## config.mk

```make
export PLATFORM = sky130hd
export DESIGN_NAME = sppc_counter
export DESIGN_NICKNAME = d
export VERILOG_FILES = /design/src/common/sppc_pkg.sv /design/src/verilog/sppc_counter.sv
export SDC_FILE = /design/constraint.sdc
export NUM_CORES = 1
export LEC_CHECK = 0
export ABC_AREA = 0
export BUFFER_PORTS_ARGS = -buffer_cell sky130_fd_sc_hd__buf_4
export CORE_ASPECT_RATIO = 1.4
export CORE_MARGIN = 2
export CORE_UTILIZATION = 55
export CTS_BUF_LIST = sky130_fd_sc_hd__clkbuf_16
export CTS_CLUSTER_SIZE = 28
export DETAILED_ROUTE_END_ITERATION = 6
export PLACE_DENSITY = 0.82
export SYNTH_ARGS = -nofsm -noshare
export SYNTH_HDL_FRONTEND = slang
export SYNTH_SLANG_ARGS = --single-unit
```

## constraint.sdc

```tcl
create_clock -name aclk -period 5.6 [get_ports aclk]
set_input_delay 0.84 -clock aclk [delete_from_list [all_inputs] [get_ports aclk]]
set_output_delay 0.84 -clock aclk [all_outputs]
set_load 0.05 [all_outputs]
```

## src/common/sppc_pkg.sv

```systemverilog
// package: register map, field layout and types of the pulse counter
package sppc_pkg;

  // ----------------------------------------------------------------
  // register byte offsets
  // ----------------------------------------------------------------
  localparam logic [7:0] ADDR_CTRL    = 8'h00;
  localparam logic [7:0] ADDR_CMD     = 8'h04;
  localparam logic [7:0] ADDR_PRESET  = 8'h08;
  localparam logic [7:0] ADDR_MODULO  = 8'h0c;
  localparam logic [7:0] ADDR_COMPARE = 8'h10;
  localparam logic [7:0] ADDR_REFLEX  = 8'h14;
  localparam logic [7:0] ADDR_STATUS  = 8'h18;
  localparam logic [7:0] ADDR_COUNT   = 8'h1c;
  localparam logic [7:0] ADDR_CAPTURE = 8'h20;

  // ----------------------------------------------------------------
  // field positions
  // ----------------------------------------------------------------
  localparam int CTRL_MODE_BIT      = 0;
  localparam int CTRL_EN_USE_BIT    = 1;
  localparam int CTRL_LOAD_USE_BIT  = 2;
  localparam int CTRL_CAP_USE_BIT   = 3;
  localparam int CMD_FORCE_EN_BIT   = 7;
  localparam int CMD_FORCE_LOAD_BIT = 8;
  localparam int CMD_ACK_WRAP_BIT   = 9;
  localparam int CMD_ACK_LOAD_BIT   = 11;
  localparam int STAT_RUN_BIT       = 0;
  localparam int STAT_WRAP_BIT      = 2;
  localparam int STAT_LOADF_BIT     = 3;
  localparam int REFLEX_SEL_W       = 2;

  // ----------------------------------------------------------------
  // reset values
  // ----------------------------------------------------------------
  localparam logic [31:0] CTRL_RESET    = 32'h0000_0000;
  localparam logic [31:0] CMD_RESET     = 32'h0000_0000;
  localparam logic [31:0] PRESET_RESET  = 32'h0000_0000;
  localparam logic [31:0] MODULO_RESET  = 32'h0000_0000;
  localparam logic [31:0] COMPARE_RESET = 32'h0000_0000;
  localparam logic [31:0] REFLEX_RESET  = 32'h0000_0000;

  // ----------------------------------------------------------------
  // timing
  // ----------------------------------------------------------------
  localparam int CLK_HZ           = 40_000_000;
  localparam int MAX_PULSE_HZ     = 250_000;
  localparam int REFLEX_MAX_US    = 20;
  localparam int MIN_PULSE_CYCLES = CLK_HZ / MAX_PULSE_HZ;
  localparam int REFLEX_MAX_CYCLES =
    REFLEX_MAX_US * (CLK_HZ / 1_000_000);

  // ----------------------------------------------------------------
  // types
  // ----------------------------------------------------------------
  localparam logic [1:0] RESP_OKAY   = 2'b00;
  localparam logic [1:0] RESP_SLVERR = 2'b10;

  typedef enum logic [1:0] {
    SUB_ONE_SHOT = 2'b00,
    SUB_MODULO   = 2'b01
  } sppc_mode_type;

  typedef enum logic [1:0] {
    REFLEX_OFF   = 2'b00,
    REFLEX_STOP  = 2'b01,
    REFLEX_WRAP  = 2'b10,
    REFLEX_MATCH = 2'b11
  } sppc_reflex_type;

  typedef enum logic [1:0] {
    ST_IDLE = 2'b01,
    ST_RUN  = 2'b10
  } sppc_state_type;

  typedef struct packed {
    logic pulse;
    logic enable;
    logic load;
    logic capture;
  } sppc_pins_type;

endpackage : sppc_pkg

```

## src/verilog/sppc_counter.sv

```systemverilog
// single phase pulse counter with axi4-lite register slave
//
// Summary of operation
// - running count kept in 32-bit register
// - capture edge copies count into capture register
// - enable, load, capture optionally from pins
// - up to four reflex outputs from comparisons
// - one count step per pulse, 250 kHz
// - reflex output follows trigger within 20 us
// - two sub modes: countdown and wrap
// - countdown load edge loads preset, activates
// - enabled countdown decrements per pulse to zero
// - at zero clear active, ignore pulses
// - load edge after stop reloads and resumes
// - stop reflex true while countdown count is zero
// - countdown disabled keeps count, ignores pulses
// - load edge overrides count in either mode
// - wrap mode load edge clears, activates
// - wrap mode enabled increments per pulse
// - limit minus one wraps to zero, flags
// - wrap flag held until acknowledge command
// - wrap mode disabled holds count
// - status bit 0 shows active, follows enable
// - command bit 8 rise acts as load
// - command bit 7 forces enable true
`timescale 1ns/1ps
`default_nettype none

module sppc_counter
  import sppc_pkg::*;
#(
  parameter int NUM_REFLEX = 4,
  parameter int CNT_W      = 32
) (
  input  wire logic                  aclk,
  input  wire logic                  aresetn,
  input  wire logic [7:0]            s_axi_awaddr,
  input  wire logic                  s_axi_awvalid,
  output logic                       s_axi_awready,
  input  wire logic [31:0]           s_axi_wdata,
  input  wire logic [3:0]            s_axi_wstrb,
  input  wire logic                  s_axi_wvalid,
  output logic                       s_axi_wready,
  output logic [1:0]                 s_axi_bresp,
  output logic                       s_axi_bvalid,
  input  wire logic                  s_axi_bready,
  input  wire logic [7:0]            s_axi_araddr,
  input  wire logic                  s_axi_arvalid,
  output logic                       s_axi_arready,
  output logic [31:0]                s_axi_rdata,
  output logic [1:0]                 s_axi_rresp,
  output logic                       s_axi_rvalid,
  input  wire logic                  s_axi_rready,
  input  wire sppc_pins_type         field_pins,
  output logic [NUM_REFLEX-1:0]      reflex_out
);

  // ----------------------------------------------------------------
  // declarations
  // ----------------------------------------------------------------
  logic [31:0]       ctrl;
  logic [31:0]       cmd;
  logic [31:0]       cmd_prev;
  logic [CNT_W-1:0]  preset;
  logic [CNT_W-1:0]  modulo;
  logic [CNT_W-1:0]  compare;
  logic [31:0]       reflex_cfg;
  logic [CNT_W-1:0]  count;
  logic [CNT_W-1:0]  capture;
  logic              wrap_flag;
  logic              load_flag;
  sppc_state_type    state;
  sppc_pins_type     sync_a;
  sppc_pins_type     sync_b;
  sppc_pins_type     sync_c;
  sppc_pins_type     rise;
  logic              enable_cond;
  logic              load_edge;
  logic              capture_edge;
  logic              count_pulse;
  logic              wrap_ack;
  logic              load_ack;
  logic              mode_wrap;
  logic              at_limit;
  logic [31:0]       status;

  logic              aw_full;
  logic              w_full;
  logic [7:0]        aw_addr;
  logic [31:0]       w_data;
  logic [3:0]        w_strb;
  logic              wr_do;
  logic              wr_hit;
  logic [31:0]       rd_mux;
  logic              rd_hit;

  // ----------------------------------------------------------------
  // byte-lane merge
  // ----------------------------------------------------------------
  function automatic logic [31:0] merge(
    input logic [31:0] old_v,
    input logic [31:0] new_v,
    input logic [3:0]  strb
  );
    logic [31:0] res;
    res = old_v;
    for (int i = 0; i < 4; i++) begin
      if (strb[i]) begin
        res[8*i +: 8] = new_v[8*i +: 8];
      end
    end
    return res;
  endfunction : merge

  // ----------------------------------------------------------------
  // axi write channels
  // ----------------------------------------------------------------
  assign s_axi_awready = !aw_full && !s_axi_bvalid;
  assign s_axi_wready  = !w_full && !s_axi_bvalid;
  assign wr_do         = aw_full && w_full && !s_axi_bvalid;

  always_ff @(posedge aclk) begin
    if (!aresetn) begin
      aw_full <= 1'b0;
      aw_addr <= 8'h00;
    end else if (s_axi_awvalid && s_axi_awready) begin
      aw_full <= 1'b1;
      aw_addr <= s_axi_awaddr;
    end else if (wr_do) begin
      aw_full <= 1'b0;
    end
  end

  always_ff @(posedge aclk) begin
    if (!aresetn) begin
      w_full <= 1'b0;
      w_data <= 32'h0000_0000;
      w_strb <= 4'h0;
    end else if (s_axi_wvalid && s_axi_wready) begin
      w_full <= 1'b1;
      w_data <= s_axi_wdata;
      w_strb <= s_axi_wstrb;
    end else if (wr_do) begin
      w_full <= 1'b0;
    end
  end

  always_comb begin
    case (aw_addr)
      ADDR_CTRL, ADDR_CMD, ADDR_PRESET, ADDR_MODULO,
      ADDR_COMPARE, ADDR_REFLEX: wr_hit = 1'b1;
      default:                   wr_hit = 1'b0;
    endcase
  end

  always_ff @(posedge aclk) begin
    if (!aresetn) begin
      s_axi_bvalid <= 1'b0;
      s_axi_bresp  <= RESP_OKAY;
    end else if (wr_do) begin
      s_axi_bvalid <= 1'b1;
      s_axi_bresp  <= wr_hit ? RESP_OKAY : RESP_SLVERR;
    end else if (s_axi_bready) begin
      s_axi_bvalid <= 1'b0;
    end
  end

  // ----------------------------------------------------------------
  // writable registers
  // ----------------------------------------------------------------
  always_ff @(posedge aclk) begin
    if (!aresetn) begin
      ctrl       <= CTRL_RESET;
      cmd        <= CMD_RESET;
      preset     <= PRESET_RESET[CNT_W-1:0];
      modulo     <= MODULO_RESET[CNT_W-1:0];
      compare    <= COMPARE_RESET[CNT_W-1:0];
      reflex_cfg <= REFLEX_RESET;
    end else if (wr_do) begin
      case (aw_addr)
        ADDR_CTRL:    ctrl       <= merge(ctrl, w_data, w_strb);
        ADDR_CMD:     cmd        <= merge(cmd, w_data, w_strb);
        ADDR_PRESET:  preset     <= merge(preset, w_data, w_strb);
        ADDR_MODULO:  modulo     <= merge(modulo, w_data, w_strb);
        ADDR_COMPARE: compare    <= merge(compare, w_data, w_strb);
        ADDR_REFLEX:  reflex_cfg <= merge(reflex_cfg, w_data, w_strb);
        default:      ;
      endcase
    end
  end

  // command bits are levels; edges seen against last cycle
  always_ff @(posedge aclk) begin
    if (!aresetn) begin
      cmd_prev <= CMD_RESET;
    end else begin
      cmd_prev <= cmd;
    end
  end

  // ----------------------------------------------------------------
  // axi read channel
  // ----------------------------------------------------------------
  assign s_axi_arready = !s_axi_rvalid;

  always_comb begin
    rd_hit = 1'b1;
    case (s_axi_araddr)
      ADDR_CTRL:    rd_mux = ctrl;
      ADDR_CMD:     rd_mux = cmd;
      ADDR_PRESET:  rd_mux = preset;
      ADDR_MODULO:  rd_mux = modulo;
      ADDR_COMPARE: rd_mux = compare;
      ADDR_REFLEX:  rd_mux = reflex_cfg;
      ADDR_STATUS:  rd_mux = status;
      ADDR_COUNT:   rd_mux = count;
      ADDR_CAPTURE: rd_mux = capture;
      default: begin
        rd_mux = 32'h0000_0000;
        rd_hit = 1'b0;
      end
    endcase
  end

  always_ff @(posedge aclk) begin
    if (!aresetn) begin
      s_axi_rvalid <= 1'b0;
      s_axi_rdata  <= 32'h0000_0000;
      s_axi_rresp  <= RESP_OKAY;
    end else if (s_axi_arvalid && s_axi_arready) begin
      s_axi_rvalid <= 1'b1;
      s_axi_rdata  <= rd_mux;
      s_axi_rresp  <= rd_hit ? RESP_OKAY : RESP_SLVERR;
    end else if (s_axi_rready) begin
      s_axi_rvalid <= 1'b0;
    end
  end

  // ----------------------------------------------------------------
  // input synchronisers and edge detect
  // ----------------------------------------------------------------
  always_ff @(posedge aclk) begin
    if (!aresetn) begin
      sync_a <= '0;
      sync_b <= '0;
      sync_c <= '0;
    end else begin
      sync_a <= field_pins;
      sync_b <= sync_a;
      sync_c <= sync_b;
    end
  end

  assign rise = sync_b & ~sync_c;

  // ----------------------------------------------------------------
  // condition sources
  // ----------------------------------------------------------------
  assign mode_wrap = ctrl[CTRL_MODE_BIT];

  assign enable_cond = cmd[CMD_FORCE_EN_BIT]
    || (ctrl[CTRL_EN_USE_BIT] && sync_b.enable);

  assign load_edge =
    (cmd[CMD_FORCE_LOAD_BIT] && !cmd_prev[CMD_FORCE_LOAD_BIT])
    || (ctrl[CTRL_LOAD_USE_BIT] && rise.load);

  assign capture_edge = ctrl[CTRL_CAP_USE_BIT] && rise.capture;

  assign wrap_ack =
    cmd[CMD_ACK_WRAP_BIT] && !cmd_prev[CMD_ACK_WRAP_BIT];
  assign load_ack =
    cmd[CMD_ACK_LOAD_BIT] && !cmd_prev[CMD_ACK_LOAD_BIT];

  // a pulse counts only while enabled and active
  assign count_pulse = rise.pulse && enable_cond
    && (state == ST_RUN) && !load_edge;

  assign at_limit = (count == modulo - CNT_W'(1));

  // ----------------------------------------------------------------
  // activity state
  // ----------------------------------------------------------------
  always_ff @(posedge aclk) begin
    if (!aresetn) begin
      state <= ST_IDLE;
    end else begin
      case (state)
        ST_IDLE: begin
          if (load_edge) begin
            state <= ST_RUN;
          end
        end
        ST_RUN: begin
          if (load_edge) begin
            state <= ST_RUN;
          end else if (count_pulse && !mode_wrap
                       && count == CNT_W'(1)) begin
            state <= ST_IDLE;
          end else if (!mode_wrap && count == '0) begin
            state <= ST_IDLE;
          end
        end
        default: state <= ST_IDLE;
      endcase
    end
  end

  // ----------------------------------------------------------------
  // count register
  // ----------------------------------------------------------------
  always_ff @(posedge aclk) begin
    if (!aresetn) begin
      count <= '0;
    end else if (load_edge) begin
      count <= mode_wrap ? '0 : preset;
    end else if (count_pulse) begin
      if (!mode_wrap) begin
        count <= count - CNT_W'(1);
      end else if (at_limit) begin
        count <= '0;
      end else begin
        count <= count + CNT_W'(1);
      end
    end
  end

  // ----------------------------------------------------------------
  // capture register
  // ----------------------------------------------------------------
  always_ff @(posedge aclk) begin
    if (!aresetn) begin
      capture <= '0;
    end else if (capture_edge) begin
      capture <= count;
    end
  end

  // ----------------------------------------------------------------
  // sticky flags, set wins over acknowledge
  // ----------------------------------------------------------------
  always_ff @(posedge aclk) begin
    if (!aresetn) begin
      wrap_flag <= 1'b0;
    end else if (count_pulse && mode_wrap && at_limit) begin
      wrap_flag <= 1'b1;
    end else if (wrap_ack) begin
      wrap_flag <= 1'b0;
    end
  end

  always_ff @(posedge aclk) begin
    if (!aresetn) begin
      load_flag <= 1'b0;
    end else if (load_edge) begin
      load_flag <= 1'b1;
    end else if (load_ack) begin
      load_flag <= 1'b0;
    end
  end

  // ----------------------------------------------------------------
  // status word
  // ----------------------------------------------------------------
  always_comb begin
    status = 32'h0000_0000;
    status[STAT_RUN_BIT]   = enable_cond && (state == ST_RUN);
    status[STAT_WRAP_BIT]  = wrap_flag;
    status[STAT_LOADF_BIT] = load_flag;
  end

  // ----------------------------------------------------------------
  // reflex outputs, one cycle after the trigger
  // ----------------------------------------------------------------
  for (genvar g = 0; g < NUM_REFLEX; g++) begin : g_reflex
    sppc_reflex_type sel;
    assign sel = sppc_reflex_type'(
      reflex_cfg[REFLEX_SEL_W*g +: REFLEX_SEL_W]);
    always_ff @(posedge aclk) begin
      if (!aresetn) begin
        reflex_out[g] <= 1'b0;
      end else begin
        case (sel)
          REFLEX_STOP:  reflex_out[g] <= !mode_wrap
                                         && count == '0;
          REFLEX_WRAP:  reflex_out[g] <= wrap_flag;
          REFLEX_MATCH: reflex_out[g] <= count == compare;
          default:      reflex_out[g] <= 1'b0;
        endcase
      end
    end
  end

endmodule : sppc_counter

`default_nettype wire

```

=== Word level (Yosys, flattened, before mapping) ===
Index checks and enable logic that the tools add are counted.

* Flip-flop bits (word level): 372
* Input port bits: 63
* Output and inout bits: 45
* Logic and storage cells: 193

* Add/subtract/negate cells: 3
* Equality and inequality tests: 32
* Mux-type cells: 30
* Bitwise operators: 2
* Reduce and logical (&&, ||, !) cells: 70

{| class="wikitable"
|+ Operator list
! cell !! number
|-
| case mux 32 bit (9 select lines) || 1
|-
| two-way mux 32 bit || 5
|-
| AND reduction 3 bit || 24
|-
| == test 32 bit || 2
|-
| subtractor 32 x 1 -> 32 bit, second input constant || 2
|-
| == test 8 x 5 -> 1 bit, second input constant || 6
|-
| adder 32 x 1 -> 32 bit, second input constant || 1
|-
| == test 32 x 1 -> 1 bit, second input constant || 1
|-
| == test 8 x 4 -> 1 bit, second input constant || 4
|-
| zero test 32 bit || 1
|-
| logical AND 1 bit || 22
|-
| == test 2 bit, second input constant || 9
|-
| == test 8 x 3 -> 1 bit, second input constant || 2
|-
| zero test 8 bit || 2
|-
| nonzero test 2 bit || 7
|-
| two-way mux 1 bit || 13
|-
| two-way mux 2 bit || 6
|-
| case mux 1 bit (3 select lines) || 4
|-
| == test 2 x 1 -> 1 bit, second input constant || 5
|-
| zero test 1 bit || 9
|-
| OR reduction 9 bit || 1
|-
| == test 8 x 6 -> 1 bit, second input constant || 1
|-
| OR reduction 6 bit || 1
|-
| AND 4 bit || 1
|-
| 6 further kinds || 7
|}

=== Longest topological paths before layout ===
* Word-level depth: 11
* Depth in mapped cells: 14

=== Least setup slack after synthesis ===
Ideal clock, no wire load.

* Path kind: register to register
* Start: register modulo[11]
* End: register count[2]
* Arrival: 3.509 ns
* Slack: 1.977 ns
* Stages on the path, launching flop included: 14
* Buffers on the path: 4
* Period minus slack after synthesis: 3.623 ns
* Path through: dfxtp_1 > buf_6 > or4_1 > buf_2 > or4_1 > buf_2 > or3_1 > a211oi_2 > o211ai_1 > or4_4 > o211ai_4 > buf_6 > o221ai_1 > and2_1

* Word-level cells in the longest chain between the ends: 6

{| class="wikitable"
|+ Ends and longest elaborated chain
! element !! line !! RTL
|-
| start: declaration || sppc_counter.sv:65 || <nowiki>logic [CNT_W-1:0] modulo;</nowiki>
|-
| start signal: assignment || sppc_counter.sv:176 || <nowiki>modulo <= MODULO_RESET[CNT_W-1:0];</nowiki>
|-
| start signal: assignment || sppc_counter.sv:184 || <nowiki>ADDR_MODULO: modulo <= merge(modulo, w_data, w_strb);</nowiki>
|-
| subtractor 32 x 1 -> 32 bit || sppc_counter.sv:279 || <nowiki>assign at_limit = (count == modulo - CNT_W'(1));</nowiki>
|-
| == test 32 bit || sppc_counter.sv:279 ||
|-
| two-way mux 32 bit || sppc_counter.sv:320 || <nowiki>end else if (at_limit) begin</nowiki>
|-
| two-way mux 32 bit || sppc_counter.sv:318 || <nowiki>if (!mode_wrap) begin</nowiki>
|-
| two-way mux 32 bit || sppc_counter.sv:317 || <nowiki>end else if (count_pulse) begin</nowiki>
|-
| two-way mux 32 bit || sppc_counter.sv:315 || <nowiki>end else if (load_edge) begin</nowiki>
|-
| end signal: assignment || sppc_counter.sv:316 || <nowiki>count <= mode_wrap ? '0 : preset;</nowiki>
|-
| end signal: assignment || sppc_counter.sv:319 || <nowiki>count <= count - CNT_W'(1);</nowiki>
|-
| end signal: assignment || sppc_counter.sv:323 || <nowiki>count <= count + CNT_W'(1);</nowiki>
|-
| end: declaration || sppc_counter.sv:68 || <nowiki>logic [CNT_W-1:0] count;</nowiki>
|}

Every way passes these cells. The select of a mux whose other input is x is not followed.
A chain may end at the register's enable or synchronous reset.

=== Worst setup path in the final report ===
* Start: register modulo[9]
* End: register count[30]

Same word-level chain as after synthesis.

==> results.md <==
* Outcome: finished clean
* Die width at approximately 160 µm
* P_leak at around 7.6 nW
* Crit path DAT at 4.78 ns
* Top cell type by total area after synthesis: dfxtp_1
* Hold endpoint: sync_b[2]
* Drt first pass iters at 7
* Antenna Cells at 0
* Final Skew at about 0.023 ns
* Most numerous cell on the critical path: nor4_1
* Setup Fix Bufs, Post-CTS at 0
* Total power at 5.069 mW
* Critical path fanouts, max at 26
* Critical-path cell list: nor4_1 -> nand4_1 -> nor4_1 -> xnor2_1 -> o211ai_1 -> or4_4 -> o211ai_4 -> o221ai_1 -> and2_1
* Dpl hpwl at around 38,000 µm
* Max stage delay cell, worst path: nor4_1
* Required @ worst endpoint at around 6.0 ns
* Core Area at 32,600 µm²
* Commonest cells post-synth: dfxtp_1, nand2_1, nor2b_1, mux2i_1, clkbuf_1
* Congestion Overflow GR at 0
* CTS root buf: clkbuf_16
* Cell Area, Synth at between 15,000 and 20,000 µm²
* Starting Density at 0.5599
* Slew Viols, Final at 0
* DRT iter0 DRCs at 1,751
* Maximum vdd ir drop at ~0.28 mV
* Placed cells at approximately 2,500
* Die area at ~35,000 µm²
* Worst hold stages at 1
* Max-Cap Viols at 0
* Yosys cell types at 65
* Worst-skew pair later-pin latency at 0.54 ns
* Num Clock Sinks at 360
* Avg Inst Size Synth at around 8.6 µm²
* Post-Synthesis Cells at around 2,100
* Vias per Instance at 6.201
* Antenna violations before repair at 0
* Count of port buffers added during placement at approximately 110
* Post-synth EDFFs at 0
* Setup TNS at 0 ns
* R2r setup slk at roughly 1.3 ns
* Final Wtd Congestion at ~0.94
* Largest net degree at the start of global routing at 130
* Primary FF master, synth: dfxtp_1
* Reg-to-reg endpoint: count[30]
* RSZ-0062 raised after global routing: false
* Filler cells at 2,751
* Post_cts resized at 0
* Final min period at between 4 and 5 ns
* Die height at 219.5 µm
* Total number of vias at ~16,000
* Clock-pin slew on the worst setup and hold paths at 0.07 ns
* Yosys reg bits at 360
* # hold bufs at CTS at 0
* Synth async-reset ratio at 0
* Worst setup SP type: flip-flop
* Slowest stage delay, CP at ~0.80 ns
* Final worst slack at ~1.3 ns
* Clock tree buffer depth at 3
* DR WL/cell at roughly 21 µm
* Htree depth at 2
* Vias in the first global route at around 16,000
* First-pass GRT wire length at approximately 85,000 µm
* Setup Crit Path Kind: flip-flop to flip-flop
* FMAX at 230.4 MHz
* Final WL at between 50,000 and 60,000 µm
* YS warnings at 0
* P&R area growth vs syn at 10.20%
* Area contributors post-synth: dfxtp_1, mux2i_1, nor2b_1, nand2_1, a21boi_0
* Gr usage total at 0.3122
* CP Capture Type: flip-flop
* TritonCTS Buffers at 34
* Final core occ at 0.6170
* Area share of the largest cell type after synthesis at 0.3949
* Reg-to-Reg Start: modulo[9]
* Final nets at about 2,200
* Row count at around 80
* Critical hold path startpoint: sync_a[2]
* Endpoints failing hold at 0
* Power Density at 252.0 nW/µm²
* Share of post-route cells with drive strength above 1 at 0.08859
* Most instantiated library cell after synthesis: dfxtp_1
* Worst R2R Path Depth at 9
* Final Cycle Share at 0.7752
* Antenna-violating nets left at 0
* Hold Crit Class: flip-flop to flip-flop
* Pre-CTS setup slack at approximately 1.3 ns
* Fin cells at 2,596
* CTS tree: built
* Register area share after synthesis at 0.3949
* Worst slew pin tran at between 1 and 1.5 ns
* DRC at 0
* I/O pin cnt at between 100 and 150
* Final setup fails at 0
* Slew headroom at 0.1318
per-layer routing:
metal / global-route usage / vias up / routed length [µm]
met3: 0.04720 / 175 / 4572
met2: 0.5167 / 784 / 25680
li1: - / 7450 / -
met5: 0 / - / 0
met4: 0.1583 / 0 / 2870
met1: 0.3943 / 7689 / 21300
report_power, final:
part	switching [mW]	leakage [nW]	internal, mW
registers	0.0533	2.91	2.59
logic	0.141	4.17	0.105
clock network	1.00	0.518	1.18
total	1.20	7.59	3.87
worst max-delay path: cells and delay by family (launching register included):
kind,cells,cell delay [ns]
AOI/OAI and AO/OA,3,1.02
xor gates and xnor gates,1,0.17
DFF,1,0.39
and+or+nand+nor,5,2.66
sequential cells by signal, indices dropped and copies added, names as in the netlist, 2 cells and up:
signal       cells
state            2
w_strb           4
count           32
aw_addr          8
sync_a           4
cmd_prev         3
capture         32
reflex_out       4
sync_b           4
modulo          32
cmd             32
compare         32
preset          32
s_axi_rdata     32
reflex_cfg      32
ctrl            32
w_data          32
sync_c           3
cells by family (layout without fill, tap and decap cells):
kind of cell | count (synthesis) | in the layout | synth area share
flip-flops | 360 | 360 | 0.3949
AO/OA/AOI/OAI | 436 | 436 | 0.1658
multiplexers | 201 | 201 | 0.1102
AND/OR/NAND/NOR | 844 | 844 | 0.2326
buffers and inverters | 181 | 202 | 0.04162
adder cells (fa/ha/maj) | 7 | 7 | 0.004799
other | 1 | 2 | 0.0002055
XOR/XNOR | 104 | 104 | 0.04991
how the worst max path moves through the flow:
| stage | end | depth (start not counted) | from |
|---|---|---|---|
| floorplan | count[2] | 13 | modulo[11] |
| global placement | count[30] | 9 | modulo[9] |
| detailed placement | count[30] | 9 | modulo[9] |
| CTS | count[30] | 9 | modulo[9] |
| global route | count[24] | 9 | modulo[9] |
| finish | count[30] | 9 | modulo[9] |
stage by stage:
step                      hold slack [ns]  area (µm²)
after floorplan                    0.4119       18250
after global placement             0.4159       19110
after detailed placement           0.4265       19110
after CTS                          0.4409       20110
after global routing               0.4574       20110
final                              0.4366       20110
final cells by class:
type / instances / area, µm² / area share
sequential: 360 / 7207 / 0.3583
timing repair buffer: 129 / 972.2 / 0.04834
clock buffer: 35 / 875.8 / 0.04355
tap: 440 / 550.5 / 0.02737
clock inverter: 22 / 126.4 / 0.006283
inverter: 16 / 60.06 / 0.002986
multi-input combinational: 1594 / 10320 / 0.5131
cell usage in the layout (no fill, tap or decap), types with 28 or more instances in the layout:
cell type	count
nor3_1	37
nand3_1	28
nor2b_1	201
a21oi_1	106
clkbuf_16	35
a221oi_1	35
nor2_1	72
o21ai_0	61
and2_1	48
xor2_1	35
xnor2_1	69
a222oi_1	31
buf_4	128
nand2_1	331
a21boi_0	116
mux2i_1	201
dfxtp_1	360
Power figures use the tool's default switching activity.
